<file path="config.mk">
export PLATFORM = sky130hd
export DESIGN_NAME = dtc_timer
export DESIGN_NICKNAME = d
export VERILOG_FILES = /design/src/shared/dtc_pkg.sv /design/src/shared/dtc_pin_if.sv /design/src/verilog/dtc_pin_sync.sv /design/src/verilog/dtc_timer.sv
export SDC_FILE = /design/constraint.sdc
export NUM_CORES = 1
export LEC_CHECK = 0
export BUFFER_PORTS_ARGS = -buffer_cell sky130_fd_sc_hd__buf_4
export CAP_MARGIN = 20
export CELL_PAD_IN_SITES_DETAIL_PLACEMENT = 0
export CELL_PAD_IN_SITES_GLOBAL_PLACEMENT = 1
export CORE_MARGIN = 10
export CORE_UTILIZATION = 51
export CTS_BUF_LIST = sky130_fd_sc_hd__clkbuf_4
export CTS_CLUSTER_SIZE = 28
export DETAILED_ROUTE_END_ITERATION = 12
export HOLD_SLACK_MARGIN = 0.06
export PLACE_DENSITY = 0.87
export SYNTH_ARGS = -nofsm -noshare
export SYNTH_HDL_FRONTEND = slang
export SYNTH_SLANG_ARGS = --single-unit
</file>
<file path="constraint.sdc">
create_clock -name sys_clk_i -period 3.15 [get_ports sys_clk_i]
set_input_delay 0.63 -clock sys_clk_i [delete_from_list [all_inputs] [get_ports sys_clk_i]]
set_output_delay 0.63 -clock sys_clk_i [all_outputs]
set_load 0.03 [all_outputs]
</file>
<file path="src/shared/dtc_pkg.sv">
// Constants, register map and mode encodings of the dual timer/counter.
// Assumes an 8-bit register port and a single 10 MHz core clock.
package dtc_pkg;
	// ==========================================================
	// Register port geometry
	localparam int AW = 4;
	localparam int DW = 8;

	// ==========================================================
	// Register offsets
	localparam logic [3:0] DTC_OFF_CTL1  = 4'h0;
	localparam logic [3:0] DTC_OFF_CMP1H = 4'h1;
	localparam logic [3:0] DTC_OFF_CMP1L = 4'h2;
	localparam logic [3:0] DTC_OFF_CNT1H = 4'h3;
	localparam logic [3:0] DTC_OFF_CNT1L = 4'h4;
	localparam logic [3:0] DTC_OFF_CTL2  = 4'h5;
	localparam logic [3:0] DTC_OFF_CMP2  = 4'h6;
	localparam logic [3:0] DTC_OFF_CNT2  = 4'h7;
	localparam logic [3:0] DTC_OFF_FF    = 4'h8;
	localparam logic [3:0] DTC_OFF_STAT  = 4'h9;

	// ==========================================================
	// Field positions
	localparam int DTC_MODE_LSB = 0;
	localparam int DTC_ES1_BIT  = 2;
	localparam int DTC_SEL1_LSB = 3;
	localparam int DTC_SEL2_LSB = 2;
	localparam int DTC_RUN_BIT  = 7;
	localparam int DTC_ST1_BIT  = 0;
	localparam int DTC_ST2_BIT  = 1;

	// ==========================================================
	// Reset values and counts
	localparam logic [7:0]  DTC_CTL_RST  = 8'h00;
	localparam logic [7:0]  DTC_BYTE_RST = 8'h00;
	localparam logic [15:0] DTC_CNT1_RST = 16'h0000;
	localparam logic [7:0]  DTC_CNT2_MAX = 8'hFF;
	localparam logic [7:0]  DTC_PRE_RST  = 8'h00;

	// ==========================================================
	// Mode encodings
	typedef enum logic [1:0] {
		DTC_M1_TIMER   = 2'b00,
		DTC_M1_COUNTER = 2'b01,
		DTC_M1_WINDOW  = 2'b10
	} dtc_mode1_t;

	typedef enum logic [1:0] {
		DTC_M2_TIMER   = 2'b00,
		DTC_M2_COUNTER = 2'b01,
		DTC_M2_PDO     = 2'b10,
		DTC_M2_PWM     = 2'b11
	} dtc_mode2_t;
endpackage : dtc_pkg

</file>
<file path="src/shared/dtc_pin_if.sv">
// Synchronised pin level with its edge pulses.
// Assumes producer and consumer share sys_clk_i.
`timescale 1ns/1ps
`default_nettype none
interface dtc_pin_if;
	logic lvl;
	logic rise;
	logic fall;
	modport src (output lvl, output rise, output fall);
	modport dst (input lvl, input rise, input fall);
endinterface : dtc_pin_if
`default_nettype wire

</file>
<file path="src/verilog/dtc_pin_sync.sv">
// Two-flop synchroniser and edge detector for one input pin.
// Assumes the pin is asynchronous to sys_clk_i.
`timescale 1ns/1ps
`default_nettype none
module dtc_pin_sync (
	input  wire logic sys_clk_i,
	input  wire logic rstn_i,
	input  wire logic pin_i,
	dtc_pin_if.src    sig
);
	logic s1_reg;
	logic s2_reg;
	logic s3_reg;

	// ==========================================================
	// Synchroniser chain plus one history stage
	always_ff @(posedge sys_clk_i or negedge rstn_i) begin
		if (!rstn_i) begin
			s1_reg <= 1'b0;
			s2_reg <= 1'b0;
			s3_reg <= 1'b0;
		end else begin
			s1_reg <= pin_i;
			s2_reg <= s1_reg;
			s3_reg <= s2_reg;
		end
	end

	// Edges seen only past the second stage
	assign sig.lvl  = s2_reg;
	assign sig.rise = s2_reg & ~s3_reg;
	assign sig.fall = ~s2_reg & s3_reg;
endmodule : dtc_pin_sync
`default_nettype wire

</file>
<file path="src/verilog/dtc_timer.sv">
// Two up-counters: 16-bit timer/counter/window, 8-bit timer/counter/divider/PWM.
// Assumes an 8-bit register port on the core clock and async count pins.
`timescale 1ns/1ps
`default_nettype none
// Notes on behaviour
// Counters and prescaler keep running while the core sleeps.
// First counter, timer mode: counts selected internal clock.
// First counter match: interrupt, clear, resume from zero, every mode.
// First counter, counter mode: counts its external pin.
// Edge-select bit picks rising or falling pin edges.
// Window mode counts rising edges of internal clock AND pin.
// Outside party keeps the window slower than the internal clock.
// Second counter, timer mode: counts internal clock rising edges.
// Second counter, counter mode: counts its own external pin.
// Second counter timer/counter match: interrupt, clear, resume.
// Divider mode: match toggles flip-flop and clears, square wave.
// Divider mode: inverted flip-flop drives the active-low divider pin.
// Flip-flop resets to zero and software can write it.
// Divider mode: interrupt at every output toggle.
// PWM mode: match toggles flip-flop, counter keeps running.
// PWM mode: overflow toggles again and clears the counter.
// PWM mode: inverted flip-flop on PWM pin, interrupt per overflow.
// PWM compare is double buffered, new value at period end.
// Setting start bit loads the compare into the active stage.
// Each counter has writable mode and clock-select fields.
// First compare is high byte above low byte, sixteen bits.
module dtc_timer (
	input  wire logic                   sys_clk_i,
	input  wire logic                   rstn_i,
	input  wire logic [dtc_pkg::AW-1:0] addr_i,
	input  wire logic [dtc_pkg::DW-1:0] wdata_i,
	input  wire logic                   wr_i,
	input  wire logic                   rd_i,
	output var  logic [dtc_pkg::DW-1:0] rdata_o,
	input  wire logic                   sleep_instruction_i,
	input  wire logic                   first_counter_input_pin_i,
	input  wire logic                   second_counter_input_pin_i,
	output var  logic                   tc1_irq_o,
	output var  logic                   tc2_irq_o,
	output var  logic                   divider_output_n_o,
	output var  logic                   pwm_output_n_o
);
	import dtc_pkg::*;

	logic [7:0]  ctl1_reg;
	logic [7:0]  cmp1h_reg;
	logic [7:0]  cmp1l_reg;
	logic [7:0]  ctl2_reg;
	logic [7:0]  cmp2_buf_reg;
	logic [7:0]  cmp2_act_reg;
	logic [15:0] cnt1_reg;
	logic [7:0]  cnt2_reg;
	logic [7:0]  pre_reg;
	logic        clk1_d_reg;
	logic        clk2_d_reg;
	logic        win_d_reg;
	logic        ff_reg;
	logic [1:0]  stat_reg;
	logic [7:0]  rdata_reg;
	logic        irq1_reg;
	logic        irq2_reg;
	logic        pdo_n_reg;
	logic        pwm_n_reg;
	dtc_mode1_t  mode1;
	dtc_mode2_t  mode2;
	logic [2:0]  sel1;
	logic [2:0]  sel2;
	logic [15:0] first_compare_value;
	logic [15:0] cnt1_next;
	logic [7:0]  cnt2_next;
	logic        clk1_lvl;
	logic        clk2_lvl;
	logic        clk1_rise;
	logic        clk2_rise;
	logic        win_lvl;
	logic        win_rise;
	logic        ev1;
	logic        ev2;
	logic        match1;
	logic        match2;
	logic        pwm_hit;
	logic        pwm_ovf;
	logic        toggle;
	logic        start_rise;
	logic        wr_ctl2;
	logic        wr_ff;

	dtc_pin_if pin1 ();
	dtc_pin_if pin2 ();

	// ==========================================================
	// Pin synchronisers
	dtc_pin_sync u_sync1 (
		.sys_clk_i (sys_clk_i),
		.rstn_i    (rstn_i),
		.pin_i     (first_counter_input_pin_i),
		.sig       (pin1)
	);
	dtc_pin_sync u_sync2 (
		.sys_clk_i (sys_clk_i),
		.rstn_i    (rstn_i),
		.pin_i     (second_counter_input_pin_i),
		.sig       (pin2)
	);

	// ==========================================================
	// Register writes
	assign wr_ctl2    = wr_i && (addr_i == DTC_OFF_CTL2);
	assign wr_ff      = wr_i && (addr_i == DTC_OFF_FF);
	assign start_rise = wr_ctl2 && wdata_i[DTC_RUN_BIT] && !ctl2_reg[DTC_RUN_BIT];

	// Control and compare storage
	always_ff @(posedge sys_clk_i or negedge rstn_i) begin
		if (!rstn_i) begin
			ctl1_reg     <= DTC_CTL_RST;
			cmp1h_reg    <= DTC_BYTE_RST;
			cmp1l_reg    <= DTC_BYTE_RST;
			ctl2_reg     <= DTC_CTL_RST;
			cmp2_buf_reg <= DTC_BYTE_RST;
		end else if (wr_i) begin
			unique case (addr_i)
				DTC_OFF_CTL1:  ctl1_reg     <= wdata_i;
				DTC_OFF_CMP1H: cmp1h_reg    <= wdata_i;
				DTC_OFF_CMP1L: cmp1l_reg    <= wdata_i;
				DTC_OFF_CTL2:  ctl2_reg     <= wdata_i;
				DTC_OFF_CMP2:  cmp2_buf_reg <= wdata_i;
				default: ;
			endcase
		end
	end

	// Field decode
	assign mode1 = dtc_mode1_t'(ctl1_reg[DTC_MODE_LSB +: 2]);
	assign mode2 = dtc_mode2_t'(ctl2_reg[DTC_MODE_LSB +: 2]);
	assign sel1  = ctl1_reg[DTC_SEL1_LSB +: 3];
	assign sel2  = ctl2_reg[DTC_SEL2_LSB +: 3];
	assign first_compare_value = {cmp1h_reg, cmp1l_reg};

	// ==========================================================
	// Prescaler; sleep does not gate it
	always_ff @(posedge sys_clk_i or negedge rstn_i) begin
		if (!rstn_i) begin
			pre_reg <= DTC_PRE_RST;
		end else begin
			pre_reg <= pre_reg + 8'h01;
		end
	end

	// Internal clock levels, divide by 2 to 256
	assign clk1_lvl = pre_reg[sel1];
	assign clk2_lvl = pre_reg[sel2];
	assign win_lvl  = clk1_lvl & pin1.lvl;

	// Edge history of internal clocks and window
	always_ff @(posedge sys_clk_i or negedge rstn_i) begin
		if (!rstn_i) begin
			clk1_d_reg <= 1'b0;
			clk2_d_reg <= 1'b0;
			win_d_reg  <= 1'b0;
		end else begin
			clk1_d_reg <= clk1_lvl;
			clk2_d_reg <= clk2_lvl;
			win_d_reg  <= win_lvl;
		end
	end

	assign clk1_rise = clk1_lvl & ~clk1_d_reg;
	assign clk2_rise = clk2_lvl & ~clk2_d_reg;
	assign win_rise  = win_lvl & ~win_d_reg;

	// ==========================================================
	// First counter: count event per mode
	always_comb begin
		ev1 = 1'b0;
		unique case (mode1)
			DTC_M1_TIMER:   ev1 = clk1_rise;
			DTC_M1_COUNTER: ev1 = ctl1_reg[DTC_ES1_BIT] ? pin1.rise : pin1.fall;
			DTC_M1_WINDOW:  ev1 = win_rise;
			default:        ev1 = 1'b0;
		endcase
		ev1 = ev1 & ctl1_reg[DTC_RUN_BIT];
	end

	assign cnt1_next = cnt1_reg + 16'h0001;
	assign match1    = ev1 && (cnt1_next == first_compare_value);

	// Count up, clear on match
	always_ff @(posedge sys_clk_i or negedge rstn_i) begin
		if (!rstn_i) begin
			cnt1_reg <= DTC_CNT1_RST;
		end else if (ev1) begin
			cnt1_reg <= match1 ? DTC_CNT1_RST : cnt1_next;
		end
	end

	// ==========================================================
	// Second counter: count event per mode
	always_comb begin
		ev2 = 1'b0;
		unique case (mode2)
			DTC_M2_TIMER:   ev2 = clk2_rise;
			DTC_M2_COUNTER: ev2 = pin2.rise;
			DTC_M2_PDO:     ev2 = clk2_rise;
			DTC_M2_PWM:     ev2 = clk2_rise;
		endcase
		ev2 = ev2 & ctl2_reg[DTC_RUN_BIT];
	end

	assign cnt2_next = cnt2_reg + 8'h01;
	assign match2  = ev2 && (mode2 != DTC_M2_PWM) && (cnt2_next == cmp2_buf_reg);
	assign pwm_ovf = ev2 && (mode2 == DTC_M2_PWM) && (cnt2_reg == DTC_CNT2_MAX);
	assign pwm_hit = ev2 && (mode2 == DTC_M2_PWM) && !pwm_ovf
		&& (cnt2_next == cmp2_act_reg);
	assign toggle  = (match2 && (mode2 == DTC_M2_PDO)) || pwm_hit || pwm_ovf;

	// Count up, clear on match or PWM overflow
	always_ff @(posedge sys_clk_i or negedge rstn_i) begin
		if (!rstn_i) begin
			cnt2_reg <= DTC_BYTE_RST;
		end else if (ev2) begin
			cnt2_reg <= (match2 || pwm_ovf) ? DTC_BYTE_RST : cnt2_next;
		end
	end

	// Active PWM compare stage
	always_ff @(posedge sys_clk_i or negedge rstn_i) begin
		if (!rstn_i) begin
			cmp2_act_reg <= DTC_BYTE_RST;
		end else if (start_rise || pwm_ovf) begin
			cmp2_act_reg <= cmp2_buf_reg;
		end
	end

	// Output flip-flop, software write has priority
	always_ff @(posedge sys_clk_i or negedge rstn_i) begin
		if (!rstn_i) begin
			ff_reg <= 1'b0;
		end else if (wr_ff) begin
			ff_reg <= wdata_i[0];
		end else if (toggle) begin
			ff_reg <= ~ff_reg;
		end
	end

	// Pin drivers, idle high when mode is off
	always_ff @(posedge sys_clk_i or negedge rstn_i) begin
		if (!rstn_i) begin
			pdo_n_reg <= 1'b1;
			pwm_n_reg <= 1'b1;
		end else begin
			pdo_n_reg <= (mode2 == DTC_M2_PDO) ? ~ff_reg : 1'b1;
			pwm_n_reg <= (mode2 == DTC_M2_PWM) ? ~ff_reg : 1'b1;
		end
	end

	// ==========================================================
	// Interrupt pulses and sticky status, set wins over clear
	always_ff @(posedge sys_clk_i or negedge rstn_i) begin
		if (!rstn_i) begin
			irq1_reg <= 1'b0;
			irq2_reg <= 1'b0;
			stat_reg <= 2'h0;
		end else begin
			irq1_reg <= match1;
			irq2_reg <= match2 || pwm_ovf;
			stat_reg <= (stat_reg & ~((wr_i && addr_i == DTC_OFF_STAT) ? wdata_i[1:0] : 2'h0))
				| {match2 || pwm_ovf, match1};
		end
	end

	// ==========================================================
	// Read port, data one cycle after strobe
	always_ff @(posedge sys_clk_i or negedge rstn_i) begin
		if (!rstn_i) begin
			rdata_reg <= DTC_BYTE_RST;
		end else if (rd_i) begin
			unique case (addr_i)
				DTC_OFF_CTL1:  rdata_reg <= ctl1_reg;
				DTC_OFF_CMP1H: rdata_reg <= cmp1h_reg;
				DTC_OFF_CMP1L: rdata_reg <= cmp1l_reg;
				DTC_OFF_CNT1H: rdata_reg <= cnt1_reg[15:8];
				DTC_OFF_CNT1L: rdata_reg <= cnt1_reg[7:0];
				DTC_OFF_CTL2:  rdata_reg <= ctl2_reg;
				DTC_OFF_CMP2:  rdata_reg <= cmp2_buf_reg;
				DTC_OFF_CNT2:  rdata_reg <= cnt2_reg;
				DTC_OFF_FF:    rdata_reg <= {7'h00, ff_reg};
				DTC_OFF_STAT:  rdata_reg <= {6'h00, stat_reg};
				default:       rdata_reg <= DTC_BYTE_RST;
			endcase
		end else begin
			rdata_reg <= DTC_BYTE_RST;
		end
	end

	assign rdata_o            = rdata_reg;
	assign tc1_irq_o          = irq1_reg;
	assign tc2_irq_o          = irq2_reg;
	assign divider_output_n_o = pdo_n_reg;
	assign pwm_output_n_o     = pwm_n_reg;
endmodule : dtc_timer
`default_nettype wire

</file>
### Word-level counts from Yosys, hierarchy flattened

Index checks and enable logic that the tools add are counted.

| storage, ports and cells | value |
|---|---|
| bits in registers | 104 |
| bits in latches | 0 |
| memory bits (writable) | 0 |
| memory bits (read-only) | 0 |
| input bits | 19 |
| word-level logic and storage cells | 113 |
| memories kept | 0 |

| cells by class | value |
|---|---|
| $add $sub $neg | 3 |
| $mul | 0 |
| div/mod/pow operators | 0 |
| magnitude comparators | 2 |
| equal/unequal tests | 19 |
| shift-type cells | 0 |
| muxes and demuxes | 16 |
| bitwise logic cells | 19 |
| reduce and logical (&&, ||, !) cells | 29 |

Operators by type and width:

| kind | number |
|---|---|
| case mux 8 bit (10 select lines) | 1 |
| adder 16 x 1 -> 16 bit, second input constant | 1 |
| adder 8 x 1 -> 8 bit, second input constant | 2 |
| == test 16 bit | 1 |
| == test 4 x 3 -> 1 bit, second input constant | 4 |
| == test 8 bit | 2 |
| 2-to-1 mux 16 bit | 1 |
| 2-to-1 mux 8 bit | 2 |
| logical AND 1 bit | 13 |
| AND reduction 2 bit | 5 |
| bitwise AND 1 bit | 9 |
| == test 4 x 2 -> 1 bit, second input constant | 2 |
| == test 4 bit, second input constant | 2 |
| == test 8 bit, second input constant | 1 |
| less-than comparator 3 x 4 -> 1 bit, second input constant | 2 |
| 2-to-1 mux 1 bit | 7 |
| inverter 1 bit | 7 |
| binary-select mux 1 bit (select 3 bit) | 2 |
| == test 2 bit, second input constant | 3 |
| == test 2 x 1 -> 1 bit, second input constant | 2 |
| == test 4 x 1 -> 1 bit, second input constant | 1 |
| logical NOT 2 bit | 2 |
| logical NOT 4 bit | 1 |
| logical OR 1 bit | 4 |
| 10 further kinds | 11 |

### Longest topological paths before layout

| depth | value |
|---|---|
| word-level depth | 14 |
| mapped depth | 11 |
| depth with buffers taken out | 8 |

### Hierarchy

A second synthesis with hierarchy kept.

| unflattened totals | value |
|---|---|
| cells, all modules | 571 |
| area total of the unflattened synthesis | 6010.8 um^2 |

By module, submodules not included:

| module | instances | cells each | area an instance (um^2) | sequential area each (um^2) |
|---|---|---|---|---|
| dtc_timer | 1 | 561 | 5830.6 | 2454.9 |
| dtc_pin_sync | 2 | 5 | 90.1 | 75.1 |

### Worst setup path before layout

OpenSTA, ideal clock, no wires.

| timing | value |
|---|---|
| kind | reg2reg |
| from | register cnt1_reg[1] |
| to | register cnt1_reg[7] |
| data arrival time | 2.688 ns |
| data required time | 3.028 ns |
| setup slack | 0.340 ns |
| stages on the path, launching flop included | 10 |
| period minus slack after synthesis | 2.810 ns |
| path through | dfrtp_1 -> ha_1 -> nand3_2 -> or4_1 -> o21ai_0 -> o221ai_1 -> or4_4 -> nor3b_4 -> buf_6 -> nor3_1 |

| on the way | value |
|---|---|
| cells in the longest elaborated chain, start to end | 4 |

RTL lines:

| element | line | text |
|---|---|---|
| start, declared | dtc_timer.sv:51 | `logic [15:0] cnt1_reg;` |
| start signal, assigned | dtc_timer.sv:192 | `cnt1_reg <= match1 ? DTC_CNT1_RST : cnt1_next;` |
| adder 16 x 1 -> 16 bit (*) | dtc_timer.sv:184 | `assign cnt1_next = cnt1_reg + 16'h0001;` |
| == test 16 bit | dtc_timer.sv:185 | `assign match1 = ev1 && (cnt1_next == first_compare_value);` |
| logical AND 1 bit | dtc_timer.sv:185 |  |
| 2-to-1 mux 16 bit (*) | dtc_timer.sv:192 |  |

Mark *: on every way between the ends. The rest lies on a longest branch, timed or not.
A chain may end at the register's enable or synchronous reset.

### Worst setup path after layout

| timing | value |
|---|---|
| from | register cnt1_reg[2] |
| to | register cnt1_reg[13] |

The elaborated chain is that of the path after synthesis.

==> metrics <==
Post-synth EDFFs=0; leakage power=2.77 nW; CTS clock-pin slew for the worst setup and hold paths=about 0.15 ns; Syn Nets=roughly 610; Max clock buf depth=2; pin count of the biggest net entering global routing=56; # DRC=0; PwrDens=about 560 mW/mm^2; H-Tree Level Count=3; Layout area overhead=9.27%; Cell Area, Synth=approximately 0.0060 mm^2; Sum Neg Setup Slack=0 ns; DR iter-0 viols=~420; Max Fclk=between 0.3 and 0.4 GHz; Filler Cells Inserted=between 1k and 1.5k; area of the core=0.0114 mm^2; min-delay worst type=in -> async; # Post-CTS Setup Buffers=0; via count=between 4k and 5k; Pre-antenna DRT Iters=8; WHS=0.202 ns; Syn Inst Count=roughly 580; Final Hold Vio Count=0; via/cell ratio=around 6.2; RSZ-0062 raised after global routing=false; Die Wd=~130 um; initial antenna violation count=0; Root Buffer=clkbuf_4; # IOs=31; top cell type's share of synthesized area=42.8%; post_cts resized=0; Crit. End Element=flip-flop; share of cells above drive strength 1=22.8%; CTS tree=yes; number of global-route vias before repair=about 4.6k; Final min period=2.92 ns; warnings from Yosys=0; CP Max Fanout=14; num rows=39; Total Routing Usage GR=between 10% and 20%; worst r2r path cells=8; Final period util=between 90% and 100%; Post-synth ARST share=100%; Reg2Reg Setup Slack=0.23 ns; Final Routed Wirelength=~15,000 um; cell taking the most area after synthesis=dfrtp_1; max_cap viols=0; Post-DP HPWL=~11,000 um; VDD IR-drop max=0.000378 V; Sink Count=~100; clock latency on the worst-skew pair=~0.47 ns; predominant post-synthesis flop cell=dfrtp_1; Routed Antenna Nets=0; status=complete, no violations; synth top area cells=dfrtp_1 (43%), mux2_2 (9.8%), xnor2_1 (2.9%); sequential-to-total area share from yosys stat=43.7%; worst slew pin tran=0.714 ns; crit path launch type=flip-flop; final setup vio count=0; routed len/inst=about 20 um; Yosys reg bits=between 100 and 150; CP Class=reg -> reg; max reg flops=16; r2r startpoint=cnt1_reg[2]; Slew Limit Fails=0; die area=between 0.015 and 0.02 mm^2; final net count=630; distinct cell type count after synthesis=67; GRT Residual Overflow=0; ant diodes=0; Die Y=between 100 and 150 um; cts hold-fix bufs=0; Starting Density=a little over half; Final Wtd Congestion=between 0.9 and 1; Critical Path AT=3.28 ns; Mean Syn Cell Area=slightly above 10 um^2; Setup Skew=approximately 0.019 ns; port bufs=29; number of buffers created by CTS=9; Data required, critical path=between 3 and 4 ns; relative slew slack=a little over half; capture point of the worst reg-to-reg path=cnt1_reg[13]; first-pass GRT wire length=~25,000 um
[per-layer routing]
layer | vias up | part of all wire, % | track usage, %
met1 | 2341 | 47 | 26.8
met2 | 169 | 44 | 27.3
met4 | 0 | 1.5 | 6.36
li1 | 2192 | - | -
met3 | 17 | 6.9 | 4.14
met5 | - | 0 | 0
[per-stage QoR]
step                area (um^2)  worst slack, ns  std cells  utilization, %  total power [mW]
floorplan                  5970            0.340        584               -              2.61
CTS                        6500            0.200        755            56.9              3.64
detailed placement         6380            0.235        739            55.9              3.01
global route               6520           0.0722        756            57.1              3.86
global placement           6380            0.319        739            55.9              2.97
finish                     6520            0.227        756            57.1              3.64
[worst max path at each step]
stage	start	to	cells after the start
floorplan	cnt1_reg[1]	cnt1_reg[7]	9
global placement	cnt1_reg[6]	cnt1_reg[15]	8
detailed placement	cnt1_reg[6]	cnt1_reg[3]	8
CTS	cnt1_reg[6]	cnt1_reg[13]	8
global route	cnt1_reg[2]	cnt1_reg[12]	8
finish	cnt1_reg[2]	cnt1_reg[13]	8
[placed cells by master (no fill, tap or decap), types with 11 or more instances in the layout]
cell and instances:
and3_1 14, xor2_1 14, xnor2_1 20, nor3_1 28, mux2_2 52, nand4_1 11
inv_1 11, nor2_1 46, nand3_1 31, buf_4 48, a21oi_1 19, mux2i_1 16
dfrtp_1 102, nand2_1 30, o21ai_0 30
[cell usage after synthesis, drive strengths merged (3+ instances only)]
cell type  instances
o22ai              5
mux2i             16
nand2             31
mux4               7
a22o              10
a22oi              3
and3              14
nor4               6
clkbuf            27
xor2              14
and2               5
or4                3
and4               4
xnor3              4
a31oi              5
nand3             33
a21o               4
buf               10
nor2b             10
nand4             12
xnor2             20
dfrtp            102
a211oi             6
nor3              30
inv               12
nor3b              5
a21oi             19
mux2              52
ha                 3
nor2              46
o21ai             31
[cell families after synthesis]
| group | after synthesis | synth area share, % |
|---|---|---|
| multiplexers | 75 | 15.1 |
| flip-flops | 104 | 43.7 |
| XOR/XNOR | 39 | 6.90 |
| buffers and inverters | 49 | 3.44 |
| adder cells (fa/ha/maj) | 4 | 0.797 |
| AO/OA/AOI/OAI | 105 | 11.5 |
| AND/OR/NAND/NOR | 208 | 18.5 |
[final cells by class]
cell class / count / area, um^2 / area share [%]
multi-input combinational: 431 / 3180 / 48.7
sequential: 104 / 2610 / 40.0
timing repair buffer: 50 / 395 / 6.07
tap: 143 / 179 / 2.74
clock buffer: 9 / 67.6 / 1.04
clock inverter: 7 / 51.3 / 0.787
inverter: 12 / 45.0 / 0.691
[where the power goes]
group	total [mW]	internal (mW)	switching, mW
sequential	1.78	1.54	0.234
clock	0.630	0.168	0.461
combinational	1.23	0.603	0.630
[critical path: stages (launching register included)]
cell      delay (ns)
dfrtp_1         0.57
nand3_2         0.28
or4_1           0.54
o21ai_0         0.16
o221ai_1        0.16
or4_4           0.59
nor3b_4         0.28
buf_12          0.18
nor3_1          0.06
Power figures use the tool's default switching activity.
